==> src/verilog/cps_consts.svh <==
// Purpose: Offsets, field positions, reset values and timing counts
// Assumes: APB byte addresses, one 32-bit word per register
// Notes:   Included by its bare name
`ifndef CPS_CONSTS_SVH
`define CPS_CONSTS_SVH
`define CPS_OFF_CTRL      8'h00
`define CPS_OFF_STATUS    8'h04
`define CPS_OFF_CODES     8'h08
`define CPS_OFF_UNMASK    8'h0c
`define CPS_OFF_DATA      8'h10
`define CPS_CTRL_EN       0
`define CPS_CTRL_RISE     1
`define CPS_CTRL_HS_POL   2
`define CPS_CTRL_VS_POL   3
`define CPS_CTRL_EMB      4
`define CPS_CTRL_MODE2    5
`define CPS_CTRL_COMP     6
`define CPS_CTRL_WID_LO   7
`define CPS_CTRL_WID_HI   8
`define CPS_CTRL_RST      32'h0000_0002
`define CPS_CODES_RST     32'hff_03_02_01
`define CPS_UNMASK_RST    32'hffff_ffff
`define CPS_STALL_CYCLES  1024
`endif

==> src/verilog/cps_pkg.sv <==
// Purpose: Types shared by the camera port files
// Assumes: Nothing
// Notes:   One-hot state codes written out
package cps_pkg;
  typedef enum logic [4:0] {
    ST_IDLE    = 5'h01,
    ST_WAIT_FE = 5'h02,
    ST_WAIT_FS = 5'h04,
    ST_FRAME   = 5'h08,
    ST_LINE    = 5'h10
  } cps_state_t;
  typedef enum logic [1:0] {
    WID_8  = 2'h0,
    WID_10 = 2'h1,
    WID_12 = 2'h2,
    WID_14 = 2'h3
  } cps_width_t;
endpackage : cps_pkg

==> src/verilog/cps_sync2.sv <==
// Purpose: Two-flop synchroniser for a bundle of levels
// Assumes: Inputs are independent levels
// Notes:   First stage feeds only the second
`timescale 1ns/1ns
`default_nettype none
module cps_sync2 #(
  parameter int W = 1
) (
  // Clock and reset
  input  wire logic         clk,
  input  wire logic         rst_n,
  // Levels
  input  wire logic [W-1:0] d,
  output logic      [W-1:0] q
);
  logic [W-1:0] meta_q;
  genvar i;
  generate
    for (i = 0; i < W; i++) begin : g_bit
      always_ff @(posedge clk or negedge rst_n) begin
        if (!rst_n) begin
          meta_q[i] <= 1'b0;
          q[i]      <= 1'b0;
        end else begin
          meta_q[i] <= d[i];
          q[i]      <= meta_q[i];
        end
      end
    end
  endgenerate
endmodule : cps_sync2
`default_nettype wire

==> src/verilog/cps_delim.sv <==
// Purpose: Finds the 0xff 00 00 prefix and flags the variable byte
// Assumes: Bytes arrive with a one-cycle valid
// Notes:   Reserved values never count as image data in embedded sync mode
`timescale 1ns/1ns
`default_nettype none
module cps_delim (
  // Clock and reset
  input  wire logic       clk,
  input  wire logic       rst_n,
  input  wire logic       clr,
  // Byte stream
  input  wire logic       vld,
  input  wire logic [7:0] byte_in,
  // Results
  output logic            code_vld,
  output logic            is_delim
);
  logic [1:0] seen_q;
  assign code_vld = vld & (seen_q == 2'h3);
  assign is_delim = code_vld | (byte_in == 8'hff) | (byte_in == 8'h00);
  always_ff @(posedge clk or negedge rst_n) begin
    if (!rst_n) begin
      seen_q <= 2'h0;
    end else if (clr) begin
      seen_q <= 2'h0;
    end else if (vld) begin
      if (byte_in == 8'hff) begin
        seen_q <= 2'h1;
      end else if (byte_in == 8'h00 && seen_q != 2'h0 && seen_q != 2'h3) begin
        seen_q <= seen_q + 2'h1;
      end else begin
        seen_q <= 2'h0;
      end
    end
  end
endmodule : cps_delim
`default_nettype wire

==> src/verilog/cps_camera_port.sv <==
// Purpose: Sync front end of a parallel camera port with APB registers
// Assumes: mclk at least 2.5x pixel clock; pins are asynchronous
// Notes:   Emits line/frame events and packed words toward the packer/FIFO
`timescale 1ns/1ns
`default_nettype none
`include "cps_consts.svh"
module cps_camera_port #(
  parameter int DW          = 14,
  parameter int STALL_CYCLES = `CPS_STALL_CYCLES
) (
  // Clock and reset
  input  wire logic          mclk,
  input  wire logic          rst_b,
  // APB slave
  input  wire logic          psel,
  input  wire logic          penable,
  input  wire logic          pwrite,
  input  wire logic [7:0]    paddr,
  input  wire logic [31:0]   pwdata,
  output logic      [31:0]   prdata,
  output logic               pready,
  output logic               pslverr,
  // Camera pins
  input  wire logic          pixel_clock_in,
  input  wire logic          line_sync_in,
  input  wire logic          frame_sync_in,
  input  wire logic [DW-1:0] cam_data,
  // Toward packing and FIFO
  output logic [31:0]        packed_pixel_word,
  output logic               word_vld,
  output logic               frame_start,
  output logic               frame_end,
  output logic               line_start,
  output logic               line_end,
  output logic               sync_err
);
  // Reset release
  logic [1:0] rst_sh_q;
  logic       rst_n;
  always_ff @(posedge mclk or negedge rst_b) begin
    if (!rst_b) rst_sh_q <= 2'h0;
    else        rst_sh_q <= {rst_sh_q[0], 1'b1};
  end
  assign rst_n = rst_sh_q[1];

  // Registers
  logic [31:0] ctrl_q, codes_q, unmask_q, data_q;
  logic        err_flag_q;
  wire         en      = ctrl_q[`CPS_CTRL_EN];
  wire         emb     = ctrl_q[`CPS_CTRL_EMB];
  wire         mode2   = ctrl_q[`CPS_CTRL_MODE2];
  wire         comp    = ctrl_q[`CPS_CTRL_COMP];
  wire cps_pkg::cps_width_t wid = cps_pkg::cps_width_t'(ctrl_q[`CPS_CTRL_WID_HI:`CPS_CTRL_WID_LO]);
  wire [7:0]   fs_code = codes_q[7:0];
  wire [7:0]   ls_code = codes_q[15:8];
  wire [7:0]   le_code = codes_q[23:16];
  wire [7:0]   fe_code = codes_q[31:24];

  // Pin synchronisers
  logic [DW+2:0] pins_s;
  cps_sync2 #(.W(DW + 3)) u_sync (
    .clk   (mclk),
    .rst_n (rst_n),
    .d     ({pixel_clock_in, frame_sync_in, line_sync_in, cam_data}),
    .q     (pins_s)
  );
  logic          pclk_d_q;
  wire           pclk_s = pins_s[DW+2];
  wire           vs_s   = pins_s[DW+1];
  wire           hs_s   = pins_s[DW];
  wire [DW-1:0]  dat_s  = pins_s[DW-1:0];
  always_ff @(posedge mclk or negedge rst_n) begin
    if (!rst_n) pclk_d_q <= 1'b0;
    else        pclk_d_q <= pclk_s;
  end
  wire rise = pclk_s & ~pclk_d_q;
  wire fall = ~pclk_s & pclk_d_q;
  wire samp = en & (ctrl_q[`CPS_CTRL_RISE] ? rise : fall);

  // Width selection
  wire [13:0] dat_w = 14'(dat_s);
  wire [13:0] wmask = (wid == cps_pkg::WID_8)  ? 14'h00ff :
                      (wid == cps_pkg::WID_10) ? 14'h03ff :
                      (wid == cps_pkg::WID_12) ? 14'h0fff : 14'h3fff;
  wire [13:0] pix   = dat_w & wmask;
  wire [7:0]  byte8 = dat_w[7:0];

  // Hardware sync levels
  wire vs_act = vs_s == ctrl_q[`CPS_CTRL_VS_POL];
  wire hs_act = hs_s == ctrl_q[`CPS_CTRL_HS_POL];
  logic vs_prev_q, hs_prev_q;
  always_ff @(posedge mclk or negedge rst_n) begin
    if (!rst_n) begin
      vs_prev_q <= 1'b1;
      hs_prev_q <= 1'b1;
    end else if (samp) begin
      vs_prev_q <= vs_act;
      hs_prev_q <= hs_act;
    end
  end

  // Embedded delimiter detection
  logic code_vld, is_delim;
  cps_delim u_delim (
    .clk      (mclk),
    .rst_n    (rst_n),
    .clr      (~en),
    .vld      (samp & emb),
    .byte_in  (byte8),
    .code_vld (code_vld),
    .is_delim (is_delim)
  );
  function automatic logic code_hit(input logic [7:0] rx, input logic [7:0] prog, input logic [7:0] msk);
    code_hit = ((rx ^ prog) & msk) == 8'h00;
  endfunction
  wire m_fs = code_hit(byte8, fs_code, unmask_q[7:0]);
  wire m_ls = code_hit(byte8, ls_code, unmask_q[15:8]);
  wire m_le = code_hit(byte8, le_code, unmask_q[23:16]);
  wire m_fe = (fe_code == 8'hff) ? ~(m_fs | m_ls | m_le)
                                 : code_hit(byte8, fe_code, unmask_q[31:24]);
  // BT.656 style: bit5 blanking, bit4 end of line
  wire b_blank = byte8[5];
  wire b_eav   = byte8[4];

  cps_pkg::cps_state_t st_q, st_d;
  logic blank_q;
  wire in_frame = (st_q == cps_pkg::ST_FRAME) | (st_q == cps_pkg::ST_LINE);

  // Events per sync mode
  logic ev_fs, ev_fe, ev_ls, ev_le;
  always_comb begin
    ev_fs = 1'b0;
    ev_fe = 1'b0;
    ev_ls = 1'b0;
    ev_le = 1'b0;
    if (emb) begin
      if (code_vld && mode2) begin
        ev_fs = m_fs;
        ev_fe = m_fe;
        ev_ls = m_ls;
        ev_le = m_le;
      end else if (code_vld) begin
        ev_fe = b_blank & ~blank_q;
        ev_fs = ~b_blank & blank_q & ~b_eav;
        ev_ls = ~b_blank & ~b_eav;
        ev_le = ~b_blank & b_eav;
      end
    end else if (samp) begin
      ev_fe = vs_act & ~vs_prev_q;
      ev_fs = ~vs_act & vs_prev_q;
      ev_ls = ~vs_act & ~hs_act & hs_prev_q;
      ev_le = ~vs_act & hs_act & ~hs_prev_q;
    end
  end

  // Sync errors inside a frame: line start inside a line, line end outside one
  wire err = in_frame & ((ev_ls & (st_q == cps_pkg::ST_LINE) & ~ev_le) |
                         (ev_le & (st_q == cps_pkg::ST_FRAME) & ~ev_ls));

  always_comb begin
    st_d = st_q;
    case (st_q)
      cps_pkg::ST_IDLE:    if (en) st_d = cps_pkg::ST_WAIT_FE;
      cps_pkg::ST_WAIT_FE: if (ev_fe) st_d = cps_pkg::ST_WAIT_FS;
      cps_pkg::ST_WAIT_FS: if (ev_fs) st_d = ev_ls ? cps_pkg::ST_LINE : cps_pkg::ST_FRAME;
      cps_pkg::ST_FRAME:   if (ev_fe) st_d = cps_pkg::ST_WAIT_FS;
                           else if (ev_ls) st_d = cps_pkg::ST_LINE;
      cps_pkg::ST_LINE:    if (ev_fe) st_d = cps_pkg::ST_WAIT_FS;
                           else if (ev_le) st_d = cps_pkg::ST_FRAME;
      default:             st_d = cps_pkg::ST_IDLE;
    endcase
    if (err) st_d = cps_pkg::ST_WAIT_FS;
    if (!en) st_d = cps_pkg::ST_IDLE;
  end

  always_ff @(posedge mclk or negedge rst_n) begin
    if (!rst_n) begin
      st_q    <= cps_pkg::ST_IDLE;
      blank_q <= 1'b1;
    end else begin
      st_q <= st_d;
      if (!en) blank_q <= 1'b1;
      else if (code_vld) blank_q <= b_blank;
    end
  end

  // Pixel acceptance
  wire hw_ok  = ~emb & ~vs_act & ~hs_act & (st_q == cps_pkg::ST_LINE | st_q == cps_pkg::ST_FRAME);
  wire emb_ok = emb & ~is_delim & (st_q == cps_pkg::ST_LINE);
  wire pix_ok = samp & (hw_ok | emb_ok) & ~err;

  // Stall watch for compressed streams
  localparam int SW = $clog2(STALL_CYCLES + 1);
  logic [SW-1:0] stall_q;
  logic          padded_q;
  wire           stall_hit = comp & ~emb & in_frame & ~padded_q & (stall_q == SW'(STALL_CYCLES));
  always_ff @(posedge mclk or negedge rst_n) begin
    if (!rst_n) begin
      stall_q  <= '0;
      padded_q <= 1'b0;
    end else if (pix_ok || !in_frame) begin
      stall_q  <= '0;
      padded_q <= 1'b0;
    end else begin
      if (stall_q != SW'(STALL_CYCLES)) stall_q <= stall_q + SW'(1);
      if (stall_hit) padded_q <= 1'b1;
    end
  end

  // Word packing
  logic [31:0] acc_q;
  logic [1:0]  cnt_q;
  wire         narrow = wid == cps_pkg::WID_8;
  wire         flush  = (ev_fe & in_frame) | stall_hit;
  wire [1:0]   last   = narrow ? 2'h3 : 2'h1;
  wire [4:0]   sh     = narrow ? {cnt_q, 3'h0} : {cnt_q[0], 4'h0};
  wire [31:0]  ins    = acc_q | (32'(pix) << sh);
  always_ff @(posedge mclk or negedge rst_n) begin
    if (!rst_n) begin
      acc_q             <= 32'h0;
      cnt_q             <= 2'h0;
      packed_pixel_word <= 32'h0;
      word_vld          <= 1'b0;
    end else begin
      word_vld <= 1'b0;
      if (err || !en) begin
        acc_q <= 32'h0;
        cnt_q <= 2'h0;
      end else if (pix_ok) begin
        if (cnt_q == last) begin
          packed_pixel_word <= ins;
          word_vld          <= 1'b1;
          acc_q             <= 32'h0;
          cnt_q             <= 2'h0;
        end else begin
          acc_q <= ins;
          cnt_q <= cnt_q + 2'h1;
        end
      end else if (flush && cnt_q != 2'h0) begin
        packed_pixel_word <= acc_q;
        word_vld          <= 1'b1;
        acc_q             <= 32'h0;
        cnt_q             <= 2'h0;
      end
    end
  end

  // Event outputs
  always_ff @(posedge mclk or negedge rst_n) begin
    if (!rst_n) begin
      frame_start <= 1'b0;
      frame_end   <= 1'b0;
      line_start  <= 1'b0;
      line_end    <= 1'b0;
      sync_err    <= 1'b0;
    end else begin
      frame_start <= en & ev_fs & (st_q == cps_pkg::ST_WAIT_FS);
      frame_end   <= en & ev_fe & in_frame;
      line_start  <= en & ev_ls & ((st_q == cps_pkg::ST_FRAME) | ((st_q == cps_pkg::ST_WAIT_FS) & ev_fs)) & ~err;
      line_end    <= en & ev_le & (st_q == cps_pkg::ST_LINE) & ~err;
      sync_err    <= en & err;
    end
  end

  // APB slave
  wire acc  = psel & penable;
  wire done = acc & pready;
  wire hit  = (paddr == `CPS_OFF_CTRL) | (paddr == `CPS_OFF_STATUS) | (paddr == `CPS_OFF_CODES) |
              (paddr == `CPS_OFF_UNMASK) | (paddr == `CPS_OFF_DATA);
  wire [31:0] status = {24'h0, err_flag_q, vs_s, hs_s, st_q};
  wire [31:0] rmux = (paddr == `CPS_OFF_CTRL)   ? ctrl_q   :
                     (paddr == `CPS_OFF_STATUS) ? status   :
                     (paddr == `CPS_OFF_CODES)  ? codes_q  :
                     (paddr == `CPS_OFF_UNMASK) ? unmask_q :
                     (paddr == `CPS_OFF_DATA)   ? data_q   : 32'h0;
  wire wr = done & pwrite & ~pslverr;
  always_ff @(posedge mclk or negedge rst_n) begin
    if (!rst_n) begin
      pready     <= 1'b0;
      pslverr    <= 1'b0;
      prdata     <= 32'h0;
      ctrl_q     <= `CPS_CTRL_RST;
      codes_q    <= `CPS_CODES_RST;
      unmask_q   <= `CPS_UNMASK_RST;
      data_q     <= 32'h0;
      err_flag_q <= 1'b0;
    end else begin
      pready  <= acc & ~pready;
      pslverr <= acc & ~pready & ~hit;
      if (acc && !pready) prdata <= (pwrite || !hit) ? 32'h0 : rmux;
      if (wr && paddr == `CPS_OFF_CTRL)   ctrl_q   <= {23'h0, pwdata[8:0]};
      if (wr && paddr == `CPS_OFF_CODES)  codes_q  <= pwdata;
      if (wr && paddr == `CPS_OFF_UNMASK) unmask_q <= pwdata;
      if (word_vld) data_q <= packed_pixel_word;
      if (en && err) err_flag_q <= 1'b1;
      else if (wr && paddr == `CPS_OFF_STATUS && pwdata[7]) err_flag_q <= 1'b0;
    end
  end
endmodule : cps_camera_port
`default_nettype wire

==> config.mk <==
export PLATFORM = sky130hd
export DESIGN_NAME = cps_camera_port
export DESIGN_NICKNAME = d
export VERILOG_FILES = /design/src/verilog/cps_pkg.sv /design/src/verilog/cps_sync2.sv /design/src/verilog/cps_delim.sv /design/src/verilog/cps_camera_port.sv
export VERILOG_INCLUDE_DIRS = /design/src /design/src/verilog
export SDC_FILE = /design/constraint.sdc
export NUM_CORES = 1
export LEC_CHECK = 0
export BUFFER_PORTS_ARGS = -buffer_cell sky130_fd_sc_hd__buf_2
export CORE_AREA = 2 2 161 148
export CTS_CLUSTER_DIAMETER = 120
export CTS_CLUSTER_SIZE = 16
export DETAILED_ROUTE_END_ITERATION = 10
export DIE_AREA = 0 0 163 150
export GPL_ROUTABILITY_DRIVEN = 0
export PLACE_DENSITY = 0.75
export SETUP_SLACK_MARGIN = 0.3
export SYNTH_ARGS = -nofsm -noshare
export SYNTH_HDL_FRONTEND = slang
export SYNTH_SLANG_ARGS = --single-unit
export TNS_END_PERCENT = 50
==> constraint.sdc <==
create_clock -name mclk -period 9.1 [get_ports mclk]
set_clock_uncertainty 0.15 [all_clocks]
set_input_delay 1.82 -clock mclk [delete_from_list [all_inputs] [get_ports mclk]]
set_output_delay 1.82 -clock mclk [all_outputs]
set_load 0.02 [all_outputs]
==> flow_summary.json <==
{
  "status": "complete, no violations",
  "drt-total-wl_um": 30990,
  "antenna_left": 0,
  "overflow": 0,
  "cts_root_buf": "clkbuf_16",
  "top_layer_used": "met4",
  "drc": 0,
  "crit_family": "simple AND/OR/NAND/NOR gates",
  "crit_path_end_kind": "flip-flop",
  "num-nets-final": 1214,
  "vdd_drop_max_uv": 137.7,
  "rsz0062_at_grt": "false",
  "row_count": 53,
  "synthArstFlopShare_pct": 100.0,
  "post_cts_buffers": 0,
  "postPlaceCellArea_um2": 13200,
  "ys_ff_latch": 271,
  "port_buffers": 133,
  "layout_min_cycle_time_ns": 4.404,
  "ctsHoldBuffers": 0,
  "ys_seq_area_share_pct": 55.47,
  "worst_pin_slew_ns": 1.008,
  "crit_arrival_ns": 4.70,
  "synthCells": 1047,
  "wl_met1_um": 13560,
  "die_w_um": 163,
  "routed-wl-met3_um": 1823,
  "finalSetupTns_ns": 0,
  "clk_latency_ns": 0.51,
  "syn-num-nets": 1114,
  "grt_max_degree": 85,
  "initialDrtViolationCount": 907,
  "start_util_pct": 53.92,
  "dieArea_um2": 24450,
  "antenna_found_initial": 0,
  "fin_crit_sh_pct": 48.39,
  "stdcell_area_um2": 13780,
  "grt_pass1_wl_um": 48410,
  "crit_slowest_cell": "and3_1",
  "critical_path_depth": 8,
  "setup-violations-final": 0,
  "critical_path_class": "in -> reg",
  "finalMaxSlewViolations": 0,
  "synth_area_leaders": "dfrtp_1, dfstp_2, mux2_2",
  "stdcell_count": 1463,
  "drive_above_1_share_pct": 30.06,
  "chipHeight_um": 150,
  "finalHoldViolations": 0,
  "core_area_um2": 22880,
  "ys.flop_type": "dfrtp_1",
  "cpMostUsedCell": "nor2_1",
  "synth_edf_count": 0,
  "yosys.area.top_type": "dfrtp_1",
  "areaGrowthSynthToFinish_pct": 11.71,
  "hold_class": "reg -> reg",
  "maxSlewHeadroom_pct": 32.82,
  "nFillCells": 1899,
  "critical_path.cell_chain": "buf_2, or4_1, nor2_1, and3_1, nor2_1, nor3_2, o2111ai_1, nand2_1",
  "yosys.cell_types.count": 69,
  "grt_pass1_vias": 8600,
  "numCtsBuffers": 20,
  "powerDensity_nw_per_um2": 155.6,
  "maxCapViolCount": 0,
  "gr-usage-all-layers_pct": 25.40,
  "dp.cells": 1427,
  "cp_slowest_stage_delay_ns": 0.87,
  "startpoint_type": "primary input",
  "cp_data_required_time_ns": 9.40,
  "holdPathStages": 0,
  "cts_buffer_depth": 3,
  "synth_area_um2": 12340,
  "io_pins": 134,
  "num_antenna_cells": 0,
  "routed_via_density": 6.046,
  "avgSynthCellArea_um2": 11.78,
  "synth_top_area_share_pct": 45.03,
  "cts.repair.resized": 0,
  "hpwl_um": 21210,
  "path_clk_slew_ns": 0.07,
  "wire_per_inst_um": 21.19,
  "fmax_mhz": 227.1,
  "ys_warn_count": 0,
  "cts_tree": "done",
  "num_vias": 8846,
  "cts_sinks": 271,
  "wl_met2_um": 14850,
  "path_buf_inv": 1,
  "htree_levels": 1,
  "leakagePower_nw": 6.464,
  "critical_path.max_fanout": 28,
  "worstRegToRegCells": 9,
  "drt_first_pass_iters": 7
}
logic make-up (layout without fill, tap and decap cells):
family	Yosys count	in the layout	synth area share [%]
DFF	271	271	55.47
AOI/OAI and AO/OA	228	228	12.61
buffers and inverters	111	225	3.885
and+or+nand+nor	215	215	9.007
adders and majority gates	5	5	0.5072
muxes	168	168	15.08
other	1	1	0.03040
xor gates and xnor gates	48	48	3.408
metrics by stage:
stage               total power, W  util (%)  hold slack (ns)  setup slack [ns]
global placement          0.001326     57.69           0.1818             4.402
finish                    0.002144     60.23           0.1979             4.696
CTS                       0.002160     60.23           0.2001             4.755
detailed placement        0.001327     57.69           0.1847             4.232
global route              0.002219     60.23           0.2061             4.454
floorplan                 0.001289         -           0.1812            0.9240
flip-flops by register name (all words and copies together) (netlist names), 5 cells and up:
register,count
ctrl_q,9
acc_q,32
unmask_q,32
packed_pixel_word,32
data_q,32
stall_q,11
u_sync.q,17
codes_q,32
u_sync.meta_q,17
prdata,32
st_q,5
where the power goes:
group          switching (W)  internal, W  leakage, nW
sequential         0.0000177      0.00121         3.40
clock               0.000407     0.000433        0.277
combinational      0.0000486    0.0000227         2.78
placed cells by master (no fill, tap or decap), drive strengths merged, types with 5 or more instances in the layout:
master / instances
mux2i: 49
or2: 5
xor2: 44
nor3: 16
nand2: 63
a41oi: 13
buf: 148
a22oi: 16
a22o: 26
and3: 11
inv: 41
a31oi: 17
a21oi: 43
or3: 5
nor2b: 5
nor2: 37
o211ai: 8
mux2: 119
dfstp: 49
ha: 5
nand3: 25
clkbuf: 36
nand2b: 6
nor4: 7
nor4b: 5
o21ai: 59
dfrtp: 222
a41o: 11
nand4: 12
per-layer routing:
metal	GRT usage [%]	vias up
li1	-	3969
met5	0	-
met1	36.68	4530
met4	6.549	0
met2	40.51	292
met3	3.908	55
worst reg2reg max path, cell delays in order, from the launching register on:
cell and delay (ns):
dfrtp_1 0.81, xor2_1 0.16, a22oi_1 0.28, nand4_1 0.25, o22a_1 0.33, mux2_2 0.35, buf_4 0.49, o211a_1 0.23
buf_4 0.50, mux2_2 0.41
final cells by class:
type | count | area, um^2 | share of cell area (%)
clock buffers | 36 | 581.8 | 4.222
inverters | 41 | 153.9 | 1.117
multi-input cells | 665 | 5041 | 36.58
flip-flops and latches | 271 | 6847 | 49.69
well taps | 302 | 377.9 | 2.742
repair buffers | 148 | 778.2 | 5.648
synth_stat cells (all sizes together) (11+ instances only):
library cell	number
a41o	11
a22o	26
mux2i	49
a21oi	43
dfrtp	222
clkbuf	34
nor2	37
nor3	16
nand3	25
a22oi	16
and3	11
a41oi	13
mux2	119
buf	36
a31oi	17
xor2	44
dfstp	49
nand2	63
nand4	12
inv	41
o21ai	59
final timing paths:
| path | from | slack [ns] | to |
|---|---|---|---|
| worst max-delay path | paddr[6] | 4.70 | prdata[0]$_DFFE_PN0P_ |
| worst min-delay path | u_sync.meta_q[13]$_DFF_PN0_ | 0.20 | u_sync.q[13]$_DFF_PN0_ |
| worst max register to register | u_sync.q[7]$_DFF_PN0_ | 5.01 | packed_pixel_word[23]$_DFFE_PN0P_ |
| worst min register to register | u_sync.meta_q[13]$_DFF_PN0_ | 0.20 | u_sync.q[13]$_DFF_PN0_ |
| max in group asynchronous | rst_sh_q[1]$_DFF_PN0_ | 6.25 | prdata[25]$_DFFE_PN0P_ |
| min in group asynchronous | rst_sh_q[1]$_DFF_PN0_ | 0.22 | u_sync.meta_q[3]$_DFF_PN0_ |
No activity file was read; power rests on OpenSTA's default activity.
